===== config.mk =====
export PLATFORM = sky130hd
export DESIGN_NAME = power_button_state_control
export DESIGN_NICKNAME = d
export VERILOG_FILES = /design/src/core/pwr_state_pkg.sv /design/src/core/power_button_state_control.sv /design/src/core/press_timer.sv
export SDC_FILE = /design/constraint.sdc
export NUM_CORES = 1
export LEC_CHECK = 0
export BUFFER_PORTS_ARGS = -buffer_cell sky130_fd_sc_hd__buf_2
export CORE_MARGIN = 5
export CORE_UTILIZATION = 56
export CTS_BUF_LIST = sky130_fd_sc_hd__clkbuf_8
export CTS_CLUSTER_SIZE = 40
export DETAILED_ROUTE_END_ITERATION = 8
export PLACE_DENSITY = 0.78
export SLEW_MARGIN = 20
export SYNTH_ARGS = -nofsm -noshare
export SYNTH_HDL_FRONTEND = slang
export SYNTH_SLANG_ARGS = --single-unit

===== constraint.sdc =====
create_clock -name CLK_IN -period 2.5 [get_ports CLK_IN]
set_input_delay 0.375 -clock CLK_IN [delete_from_list [all_inputs] [get_ports CLK_IN]]
set_output_delay 0.375 -clock CLK_IN [all_outputs]
set_load 0.005 [all_outputs]

===== src/core/pwr_state_pkg.sv =====
// shared types and constants for the power button state controller
package pwr_state_pkg;

   localparam int unsigned CLK_HZ          = 20_000_000;
   localparam int unsigned SHORT_PRESS_S   = 4;
   localparam int unsigned LONG_PRESS_S    = 6;
   localparam int unsigned TICK_MS         = 1;
   localparam int unsigned TICK_CYCLES     = CLK_HZ / 1000 * TICK_MS;
   localparam int unsigned SHORT_PRESS_TICKS = SHORT_PRESS_S * 1000 / TICK_MS;
   localparam int unsigned LONG_PRESS_TICKS  = LONG_PRESS_S * 1000 / TICK_MS;
   localparam int unsigned TICK_W          = 16;
   localparam int unsigned PRESS_W         = 14;

   // power restore policy encodings
   localparam logic [1:0] POLICY_POWER_ON  = 2'h0;
   localparam logic [1:0] POLICY_STAY_OFF  = 2'h1;
   localparam logic [1:0] POLICY_LAST      = 2'h2;

   // sleep depth requested by the operating system
   localparam logic [1:0] SLEEP_RAM        = 2'h0;
   localparam logic [1:0] SLEEP_DISK       = 2'h1;

   // outcome of a short press while working, chosen by OS policy
   localparam logic [1:0] SHORT_DO_SLEEP   = 2'h0;
   localparam logic [1:0] SHORT_DO_OFF     = 2'h1;
   localparam logic [1:0] SHORT_DO_NOTHING = 2'h2;

   typedef enum logic [1:0]
   {
      ST_OFF   = 2'h0,
      ST_WORK  = 2'h1,
      ST_SLEEP = 2'h3,
      ST_LOSS  = 2'h2
   } sys_state_t;

   // classified press, one-cycle events
   typedef struct packed
   {
      logic short_rel;
      logic long_hold;
   } press_evt_t;

   // wake sources, all synchronised
   typedef struct packed
   {
      logic rtc_alarm;
      logic lan_wake;
      logic usb_wake;
   } wake_src_t;

endpackage : pwr_state_pkg


===== src/core/power_button_state_control.sv =====
// power button driven soft-off / working / sleeping state controller
// Operation
// - A short press and release while soft-off powers the system up into working.
// - A short press while working requests sleep.
// - That short-press outcome follows the OS policy input, which may pick off or nothing instead.
// - Holding the switch over six seconds while working forces soft-off with no software involvement.
// - A short press while sleeping wakes the system into working.
// - Holding the switch over six seconds while sleeping goes straight to soft-off.
// - An OS soft-off request removes main power.
// - On return of main power the stored policy picks power on, stay off or last state.
// - Power switch and RTC alarm wake from suspend-to-RAM, suspend-to-disk and soft-off.
// - A network wake signal powers the computer up.
// - USB activity wakes from suspend-to-RAM, except after a main power loss.
`timescale 1ns/1ps
module power_button_state_control
(
   // clock and standby reset
   input  wire logic       CLK_IN,
   input  wire logic       RESET_N_IN,
   // front panel switch, low while pressed
   input  wire logic       PWR_SW_N_IN,
   // main power and restore policy
   input  wire logic       MAIN_PWR_OK_IN,
   input  wire logic [1:0] RESTORE_POLICY_IN,
   // operating system requests
   input  wire logic       OS_SOFT_OFF_REQ_IN,
   input  wire logic       OS_SLEEP_REQ_IN,
   input  wire logic [1:0] OS_SLEEP_DEPTH_IN,
   input  wire logic [1:0] OS_SHORT_POLICY_IN,
   // wake sources
   input  wire logic       RTC_ALARM_IN,
   input  wire logic       LAN_WAKE_IN,
   input  wire logic       USB_WAKE_IN,
   // state and rails
   output logic            MAIN_PWR_EN_OUT,
   output logic [1:0]      SYS_STATE_OUT,
   output logic            SLEEP_DISK_OUT,
   output logic            SLEEP_REQ_OUT
);

   localparam int unsigned NSYNC = 7;

   logic [NSYNC-1:0] meta_q;
   logic [NSYNC-1:0] sync_q;
   // static settings ride the same two-flop pipeline, so they line up with the request they qualify
   logic [1:0]       pol_meta_q;
   logic [1:0]       pol_sync_q;
   logic [1:0]       dep_meta_q;
   logic [1:0]       dep_sync_q;
   logic [1:0]       spol_meta_q;
   logic [1:0]       spol_sync_q;
   logic             sw_pressed;
   logic             pwr_ok;
   logic             pwr_ok_q;
   logic             os_off;
   logic             os_sleep;
   logic             os_off_q;
   logic             os_sleep_q;
   logic             os_off_evt;
   logic             os_sleep_evt;
   pwr_state_pkg::wake_src_t  wake;
   pwr_state_pkg::wake_src_t  wake_q;
   pwr_state_pkg::wake_src_t  wake_evt;
   pwr_state_pkg::press_evt_t press;
   pwr_state_pkg::sys_state_t state_q;
   pwr_state_pkg::sys_state_t state_d;
   pwr_state_pkg::sys_state_t last_q;
   logic             after_loss_q;
   logic             disk_q;
   logic             main_en_q;
   logic             sleep_req_q;

   // every pin crosses in through two flops before use
   always_ff @(posedge CLK_IN or negedge RESET_N_IN)
   begin
      if (!RESET_N_IN)
      begin
         meta_q      <= '0;
         sync_q      <= '0;
         pol_meta_q  <= '0;
         pol_sync_q  <= '0;
         dep_meta_q  <= '0;
         dep_sync_q  <= '0;
         spol_meta_q <= '0;
         spol_sync_q <= '0;
      end
      else
      begin
         meta_q <= {!PWR_SW_N_IN, MAIN_PWR_OK_IN, OS_SOFT_OFF_REQ_IN, OS_SLEEP_REQ_IN,
                    RTC_ALARM_IN, LAN_WAKE_IN, USB_WAKE_IN};
         sync_q <= meta_q;
         pol_meta_q  <= RESTORE_POLICY_IN;
         pol_sync_q  <= pol_meta_q;
         dep_meta_q  <= OS_SLEEP_DEPTH_IN;
         dep_sync_q  <= dep_meta_q;
         spol_meta_q <= OS_SHORT_POLICY_IN;
         spol_sync_q <= spol_meta_q;
      end
   end

   assign sw_pressed = sync_q[6];
   assign pwr_ok     = sync_q[5];
   assign os_off     = sync_q[4];
   assign os_sleep   = sync_q[3];
   assign wake       = sync_q[2:0];

   always_ff @(posedge CLK_IN or negedge RESET_N_IN)
   begin
      if (!RESET_N_IN)
      begin
         pwr_ok_q   <= 1'b0;
         os_off_q   <= 1'b0;
         os_sleep_q <= 1'b0;
         wake_q     <= '0;
      end
      else
      begin
         pwr_ok_q   <= pwr_ok;
         os_off_q   <= os_off;
         os_sleep_q <= os_sleep;
         wake_q     <= wake;
      end
   end

   // wake and OS requests act on rising edges, so a held level fires once
   assign os_off_evt   = os_off && !os_off_q;
   assign os_sleep_evt = os_sleep && !os_sleep_q;
   assign wake_evt     = wake & ~wake_q;

   press_timer u_press
   (
      .clk     (CLK_IN),
      .reset_n (RESET_N_IN),
      .pressed (sw_pressed && pwr_ok),
      .evt     (press)
   );

   always_comb
   begin
      state_d = state_q;
      case (state_q)
         pwr_state_pkg::ST_LOSS:
         begin
            if (pwr_ok)
            begin
               case (pol_sync_q)
                  pwr_state_pkg::POLICY_POWER_ON: state_d = pwr_state_pkg::ST_WORK;
                  pwr_state_pkg::POLICY_STAY_OFF: state_d = pwr_state_pkg::ST_OFF;
                  pwr_state_pkg::POLICY_LAST:     state_d = last_q;
                  default:                        state_d = pwr_state_pkg::ST_OFF;
               endcase
            end
         end
         pwr_state_pkg::ST_OFF:
         begin
            if (press.short_rel || wake_evt.rtc_alarm)
               state_d = pwr_state_pkg::ST_WORK;
            else if (wake_evt.lan_wake)
               state_d = pwr_state_pkg::ST_WORK;
         end
         pwr_state_pkg::ST_WORK:
         begin
            if (press.long_hold || os_off_evt)
               state_d = pwr_state_pkg::ST_OFF;
            else if (press.short_rel)
            begin
               case (spol_sync_q)
                  pwr_state_pkg::SHORT_DO_SLEEP: state_d = pwr_state_pkg::ST_SLEEP;
                  pwr_state_pkg::SHORT_DO_OFF:   state_d = pwr_state_pkg::ST_OFF;
                  default:                       state_d = pwr_state_pkg::ST_WORK;
               endcase
            end
            else if (os_sleep_evt)
               state_d = pwr_state_pkg::ST_SLEEP;
         end
         pwr_state_pkg::ST_SLEEP:
         begin
            if (press.long_hold)
               state_d = pwr_state_pkg::ST_OFF;
            else if (press.short_rel || wake_evt.rtc_alarm || wake_evt.lan_wake)
               state_d = pwr_state_pkg::ST_WORK;
            else if (wake_evt.usb_wake && !disk_q && !after_loss_q)
               state_d = pwr_state_pkg::ST_WORK;
         end
         default: state_d = pwr_state_pkg::ST_OFF;
      endcase
      // loss of main power overrides everything
      if (!pwr_ok)
         state_d = pwr_state_pkg::ST_LOSS;
   end

   always_ff @(posedge CLK_IN or negedge RESET_N_IN)
   begin
      if (!RESET_N_IN)
         state_q <= pwr_state_pkg::ST_LOSS;
      else
         state_q <= state_d;
   end

   // last state is kept in standby, so it survives the main power loss
   always_ff @(posedge CLK_IN or negedge RESET_N_IN)
   begin
      if (!RESET_N_IN)
         last_q <= pwr_state_pkg::ST_OFF;
      else if (state_q != pwr_state_pkg::ST_LOSS)
         last_q <= state_q;
   end

   always_ff @(posedge CLK_IN or negedge RESET_N_IN)
   begin
      if (!RESET_N_IN)
         after_loss_q <= 1'b1;
      else if (!pwr_ok)
         after_loss_q <= 1'b1;
      else if (state_q == pwr_state_pkg::ST_WORK)
         after_loss_q <= 1'b0;
   end

   always_ff @(posedge CLK_IN or negedge RESET_N_IN)
   begin
      if (!RESET_N_IN)
         disk_q <= 1'b0;
      else if (state_q == pwr_state_pkg::ST_WORK && state_d == pwr_state_pkg::ST_SLEEP)
         disk_q <= os_sleep_evt && (dep_sync_q == pwr_state_pkg::SLEEP_DISK);
   end

   always_ff @(posedge CLK_IN or negedge RESET_N_IN)
   begin
      if (!RESET_N_IN)
      begin
         main_en_q   <= 1'b0;
         sleep_req_q <= 1'b0;
      end
      else
      begin
         main_en_q   <= (state_d == pwr_state_pkg::ST_WORK);
         sleep_req_q <= (state_d == pwr_state_pkg::ST_SLEEP);
      end
   end

   assign MAIN_PWR_EN_OUT = main_en_q;
   assign SYS_STATE_OUT   = state_q;
   assign SLEEP_DISK_OUT  = disk_q;
   assign SLEEP_REQ_OUT   = sleep_req_q;

endmodule : power_button_state_control


===== src/core/press_timer.sv =====
// debounced-free press duration classifier for the power switch
`timescale 1ns/1ps
module press_timer
(
   input  wire logic                    clk,
   input  wire logic                    reset_n,
   input  wire logic                    pressed,
   output pwr_state_pkg::press_evt_t    evt
);

   logic [pwr_state_pkg::TICK_W-1:0]  tick_cnt_q;
   logic                              tick;
   logic [pwr_state_pkg::PRESS_W-1:0] held_q;
   logic                              long_done_q;
   logic                              pressed_q;

   assign tick = (tick_cnt_q == pwr_state_pkg::TICK_W'(pwr_state_pkg::TICK_CYCLES - 1));

   always_ff @(posedge clk or negedge reset_n)
   begin
      if (!reset_n)
         tick_cnt_q <= '0;
      else if (tick)
         tick_cnt_q <= '0;
      else
         tick_cnt_q <= tick_cnt_q + 1'b1;
   end

   // duration saturates so a stuck switch cannot wrap into a short press
   always_ff @(posedge clk or negedge reset_n)
   begin
      if (!reset_n)
         held_q <= '0;
      else if (!pressed)
         held_q <= '0;
      else if (tick && held_q != '1)
         held_q <= held_q + 1'b1;
   end

   always_ff @(posedge clk or negedge reset_n)
   begin
      if (!reset_n)
         pressed_q <= 1'b0;
      else
         pressed_q <= pressed;
   end

   always_ff @(posedge clk or negedge reset_n)
   begin
      if (!reset_n)
         long_done_q <= 1'b0;
      else if (!pressed)
         long_done_q <= 1'b0;
      else if (held_q > pwr_state_pkg::PRESS_W'(pwr_state_pkg::LONG_PRESS_TICKS))
         long_done_q <= 1'b1;
   end

   // 4..6 s releases give neither event
   assign evt.short_rel = pressed_q && !pressed
                          && held_q < pwr_state_pkg::PRESS_W'(pwr_state_pkg::SHORT_PRESS_TICKS);
   assign evt.long_hold = pressed && !long_done_q
                          && held_q > pwr_state_pkg::PRESS_W'(pwr_state_pkg::LONG_PRESS_TICKS);

endmodule : press_timer


==> impl_metrics.yaml, run 1 <==
final_layout:
  layout-drive-gt1-share: 0.233
  stdcell_count: 355
  area_growth_syn_to_layout_pct: 19.1
  final_util: 0.697
  stdcell_area_um2: 3360
  antenna_cells: 0
  nets: 301
clock_network:
  tritoncts: "yes"
  cts_hold_buf: 0
  htreeDepth: 3
  clk_pin_slew_ps: 80
  clock_sinks: 71
  cts_root_buf: "clkbuf_8"
  cts_buffers: 9
  cts_max_path_buffers: 2
  clkLatencyLatePin_ps: 340
die:
  die-area_um2: 6560
  fp.dieW_um: 81.0
  rows: 25
  die_h_um: 81.0
  ioPinCount: 20
  core_area_um2: 4820
  start_util: 0.585
pwr:
  total_power_mw: 2.29
  powerDensity_nw_per_um2: 681
  irDropWorstVdd_uv: 449
  p_leak_nw: 1.56
grt:
  grt_pass1_vias: 1996
  antenna_found_initial: 0
  grt_pass1_wl_mm: 9.32
  grt_max_degree: 72
  grt_use_total: 0.188
  overflow: 0
critical_path:
  reg2reg_slack_ps: 0.1
  crit_path_start: "u_press.held_q[1]$_DFFE_PN0P_"
  rr_endpoint: "SLEEP_DISK_OUT$_DFFE_PN0P_"
  start_kind: "flip-flop"
  worstSetupEndpoint: "SLEEP_DISK_OUT$_DFFE_PN0P_"
  r2r.worst_path.cells: 7
  crit_arrival_ps: 2720
  r2r_start: "u_press.held_q[1]$_DFFE_PN0P_"
  crit_type: "flip-flop to flip-flop"
  crit_path_max_fanout: 3
  critPathCaptureType: "flip-flop"
  cp.required_ps: 2720
logic_synthesis:
  synth_flop_cell: "dfrtp_1"
  netlist_top_cells_area: "dfrtp_1, xor2_1, nor2_1, xnor2_1, nand3_1"
  synthCells: 240
  async_flop_share: 1.00
  synth.top_cell.area_share: 0.612
  synth_top_cell_by_area: "dfrtp_1"
  synth-edff-count: 0
  ys_ff_latch: 71
  syn_nets: 258
  synth-seq-area-share: 0.631
  synthDistinctLibCells: 45
  syn_area_um2: 2820
  ys_warn_count: 0
  avgSynthCellArea_um2: 11.8
sta:
  worst_slew_pin_slew_ps: 430
  relSlewSlack: 0.711
  final_max_slew_viol_count: 0
  timing.final.crit_share: 1.00
  timing.fmax_ghz: 0.400
  period_needed_ps: 2500
  fin_setup_tns_ps: 0
  hold_viol_final: 0
  holdWs_ps: 33.4
  rsz0062_at_grt: "yes"
  setup_viol: 0
  setup_ws_ps: 0.101
  finalClockSkew_ps: 11.8
route:
  antenna_left: 0
  drt-pass1-iter-count: 4
  drc_errors: 0
  routed-via-count: 1966
  wl_per_cell_um: 15.2
  drt_iter0_drc: 128
  via_per_inst: 5.54
  wirelength_mm: 5.41
outcome:
  status: "finished clean"
placement:
  post-place-ws_ps: -33.4
  place_hpwl_mm: 3.64
  place_inst: 336
  place_area_um2: 3100
  gp_congestion: 0.791
  io_buffers: 19
job:
  max_cap_violations: 0
worst_hold_path:
  min_path_type: "input port to async pin"
## timing repair
item / in CTS / in global routing
resized for setup: 1 / 10
pin swaps: 0 / 3
setup endpoints to repair: 1 / 3
setup buffers: 0 / 3
## cell families after synthesis
family,count (synthesis),share of synthesized area
xor+xnor,25,0.0776
buf+inv,16,0.0217
simple gates,100,0.194
flops,71,0.631
compound gates,24,0.0581
fa+ha+maj,3,0.0133
mux,1,0.00399
## routing by layer
metal  global-route usage  vias to the layer above  wire (um)  part of all wire
met4               0.0608                        0         80             0.015
met3               0.0576                       13        362             0.067
li1                     -                      923          -                 -
met1                0.233                      960       2220              0.41
met2                0.314                       70       2740              0.51
met5                    0                        -          0                 0
## synth_stat cells (2+ instances only)
| cell type | n |
|---|---|
| clkbuf_1 | 3 |
| nor2_1 | 31 |
| dfstp_2 | 2 |
| and3_1 | 7 |
| a21oi_1 | 5 |
| xnor2_1 | 9 |
| nor4_1 | 2 |
| nand4b_1 | 2 |
| inv_1 | 12 |
| o2111ai_1 | 2 |
| nand2b_1 | 3 |
| ha_1 | 3 |
| nand4_1 | 9 |
| xor2_1 | 16 |
| nor2b_1 | 5 |
| or4_1 | 2 |
| nand2_1 | 11 |
| nand3_1 | 13 |
| o211ai_1 | 2 |
| o21ai_0 | 5 |
| nor3_1 | 2 |
| o41ai_1 | 2 |
| o21a_1 | 2 |
| dfrtp_1 | 69 |
## final cells by class
cell class	count	area [um2]
inverter	12	45.0
multi-input combinational	153	1020
fill	344	1460
sequential	71	1780
clock buffer	9	124
tap	67	83.8
timing repair buffer	36	235
clock inverter	7	72.6
## layout by cell type (no fill, tap or decap), drive strengths merged, types with 5 or more instances in the layout
cell type / n
nor2: 31
nand4: 9
xnor2: 9
nand3: 13
inv: 14
nor2b: 5
dfrtp: 69
and3: 7
buf: 36
xor2: 16
a21oi: 5
o21ai: 5
nand2: 11
clkbuf: 9
## worst min-delay path by stage
| stage | slack, ps | cells past startpoint | endpoint |
|---|---|---|---|
| detailed placement | 330 | 0 | spol_sync_q[0]$_DFF_PN0_ |
| floorplan | 80 | 0 | MAIN_PWR_EN_OUT$_DFF_PN0_ |
| global route | 60 | 2 | u_press.tick_cnt_q[7]$_DFF_PN0_ |
| finish | 30 | 2 | u_press.tick_cnt_q[7]$_DFF_PN0_ |
| CTS | 50 | 2 | u_press.tick_cnt_q[4]$_DFF_PN0_ |
| global placement | 330 | 0 | sync_q[2]$_DFF_PN0_ |
## worst max-delay path, cell delays in order, from the launching register on
cell,delay [ps]
dfrtp_1,410
inv_2,70
ha_1,130
or4b_1,420
or4_4,440
a32o_2,310
nor4b_4,290
mux2_4,320
## state kept, by name, indices dropped and copies added (netlist names), 2 cells and up
| name | cells |
|---|---|
| SYS_STATE_OUT | 2 |
| dep_meta_q | 2 |
| dep_sync_q | 2 |
| last_q | 2 |
| meta_q | 7 |
| pol_meta_q | 2 |
| pol_sync_q | 2 |
| spol_meta_q | 2 |
| spol_sync_q | 2 |
| sync_q | 7 |
| u_press.held_q | 14 |
| u_press.tick_cnt_q | 16 |
| wake_q | 3 |
## power breakdown
group / switching [mW] / internal [mW]
clock network: 0.428 / 0.462
logic: 0.0878 / 0.0656
registers: 0.0386 / 1.21
total: 0.554 / 1.73
(Power assumes the default switching activity.)
==> run 2: changes to the inputs <==
Settings changed: CORE_ASPECT_RATIO set to 1.75.
==> run 2 against run 1 <==
Sequential share of layout area up 0.56 points. Power down 2.0%. Flip-flop and latch count unchanged. Cell count down 3.7%. Clock skew down 3.7 ps. Critical endpoint unchanged. Largest cell class unchanged.
==> impl_metrics.yaml, run 2 (same netlist as run 1, synthesis figures left out) <==
outcome:
  status: "finished clean"
pwr:
  powerDensity_nw_per_um2: 675
  p_comb_frac: 0.066
  internal-power_mw: 1.65
  power_switching_uw: 592
  p_leak_nw: 1.55
  irDropWorstVdd_uv: 603
  clock_power_share: 0.380
  switching_share: 0.264
  seqPwrFrac: 0.554
  total_power_mw: 2.24
clock_network:
  cts_buffers: 9
  clk_pin_slew_ps: 80
  htreeDepth: 3
  cts_root_buf: "clkbuf_8"
  clkLatencyLatePin_ps: 350
  cts_hold_buf: 0
  tritoncts: "yes"
  clock_sinks: 71
  cts_max_path_buffers: 2
grt:
  antenna_found_initial: 0
  grt_max_degree: 72
  grt.busiest_layer: "met2"
  met3_usage: 0.0465
  grt_pass1_wl_mm: 9.51
  grt_pass1_vias: 2065
  met1_usage: 0.209
  grt_use_total: 0.184
  gr-usage-met2: 0.302
  overflow: 0
final_layout:
  nets: 301
  regMostFlops: "u_press.tick_cnt_q"
  area_growth_syn_to_layout_pct: 17.8
  antenna_cells: 0
  layout-drive-gt1-share: 0.229
  most-common-layout-cells: "dfrtp_1, nor2_1, buf_2"
  top_regs: "u_press.tick_cnt_q x16, u_press.held_q x14"
  stdcell_count: 342
  final_common_cell: "dfrtp_1"
  fillCellCount: 364
  regArea_um2: 1780
  multi_input_area_um2: 1010
  largest_register_ffs: 16
sta:
  worst_slew_pin_slew_ps: 528
  holdWs_ps: 22.4
  relSlewSlack: 0.645
  setup_viol: 0
  rsz0062_at_grt: "yes"
  finalClockSkew_ps: 8.12
  hold_viol_final: 0
  timing.final.crit_share: 0.982
  final_max_slew_viol_count: 0
  period_needed_ps: 2450
  timing.fmax_ghz: 0.407
critical_path:
  crit_arrival_ps: 2690
  r2r.worst_path.cells: 7
  r2r_start: "u_press.held_q[1]$_DFFE_PN0P_"
  crit_path_max_fanout: 3
  rr_endpoint: "SLEEP_DISK_OUT$_DFFE_PN0P_"
  start_kind: "flip-flop"
  crit_type: "flip-flop to flip-flop"
  cp.required_ps: 2740
  crit_path_start: "u_press.held_q[1]$_DFFE_PN0P_"
  critPathCaptureType: "flip-flop"
  reg2reg_slack_ps: 50
die:
  rows: 34
  die_h_um: 104
  core_area_um2: 4930
  start_util: 0.572
  fp.dieW_um: 63.6
  die-area_um2: 6610
  ioPinCount: 20
route:
  drc_errors: 0
  wl_per_cell_um: 15.5
  drt-pass1-iter-count: 4
  antenna_left: 0
  wirelength_mm: 5.30
  routed-via-count: 1940
  drt_iter0_drc: 51
  via_per_inst: 5.67
worst_hold_path:
  min_path_type: "input port to async pin"
placement:
  place_hpwl_mm: 3.71
  io_buffers: 19
  gp_congestion: 0.858
  place_inst: 325
job:
  max_cap_violations: 0
==> run 2: cell count changes in the layout (fill, tap and decap cells not counted), sizes merged <==
cell	before	now
clkinvlp	1	2
clkinv	3	0
inv	14	17
bufinv	1	0
==> run 2: worst max path at each step <==
stage | end | depth (start not counted)
final | SLEEP_DISK_OUT$_DFFE_PN0P_ | 7
after global routing | SLEEP_DISK_OUT$_DFFE_PN0P_ | 7
after CTS | SLEEP_DISK_OUT$_DFFE_PN0P_ | 7
after detailed placement | SLEEP_DISK_OUT$_DFFE_PN0P_ | 7
after global placement | SLEEP_DISK_OUT$_DFFE_PN0P_ | 7
after floorplan | SLEEP_DISK_OUT$_DFFE_PN0P_ | 7
==> run 2: through the flow <==
step                       util  setup TNS (ps)  area (um2)  setup WS (ps)
after global placement    0.628               0        3100           46.4
final                     0.673               0        3320           45.4
after detailed placement  0.628           -53.0        3100          -53.0
after global routing      0.673           -42.1        3320          -42.1
after CTS                 0.668               0        3290           33.4
after floorplan               -               0        2820           64.2
==> run 2: final cells by class <==
type,count,area share
sequential,71,0.535
tap,54,0.0203
clock inverter,7,0.0184
clock buffer,9,0.0373
timing repair buffer,36,0.0708
multi-input combinational,153,0.304
inverter,12,0.0136
==> run 2: worst max-delay path, stage by stage, from the launching register on <==
cell	delay, ps
dfrtp_1	400
inv_2	60
ha_1	120
or4b_1	420
or4_4	450
a32o_2	310
nor4b_4	270
mux2_4	320
==> run 2: power by group through the flow <==
stage          clock [mW]  combinational [mW]  sequential (mW)
2_1_floorplan           0              0.0739             1.25
3_3_place_gp            0               0.138             1.26
6_report            0.852               0.149             1.24
3_5_place_dp            0               0.141             1.26
4_1_cts             0.875               0.145             1.24
5_1_grt             0.932               0.169             1.25
==> run 2: timing repair <==
| action | CTS | global route |
|---|---|---|
| endpoints found under the setup margin | 1 | 2 |
| gates resized for setup | 2 | 7 |
| setup buffers | 0 | 1 |
| gates cloned | 0 | 0 |
| pin swaps | 0 | 2 |
==> run 2: per-layer routing <==
metal	wire, um	vias up	part of all wire
li1	-	922	-
met1	2030	960	0.38
met2	2880	41	0.54
met3	204	17	0.039
met4	176	0	0.033
met5	0	-	0
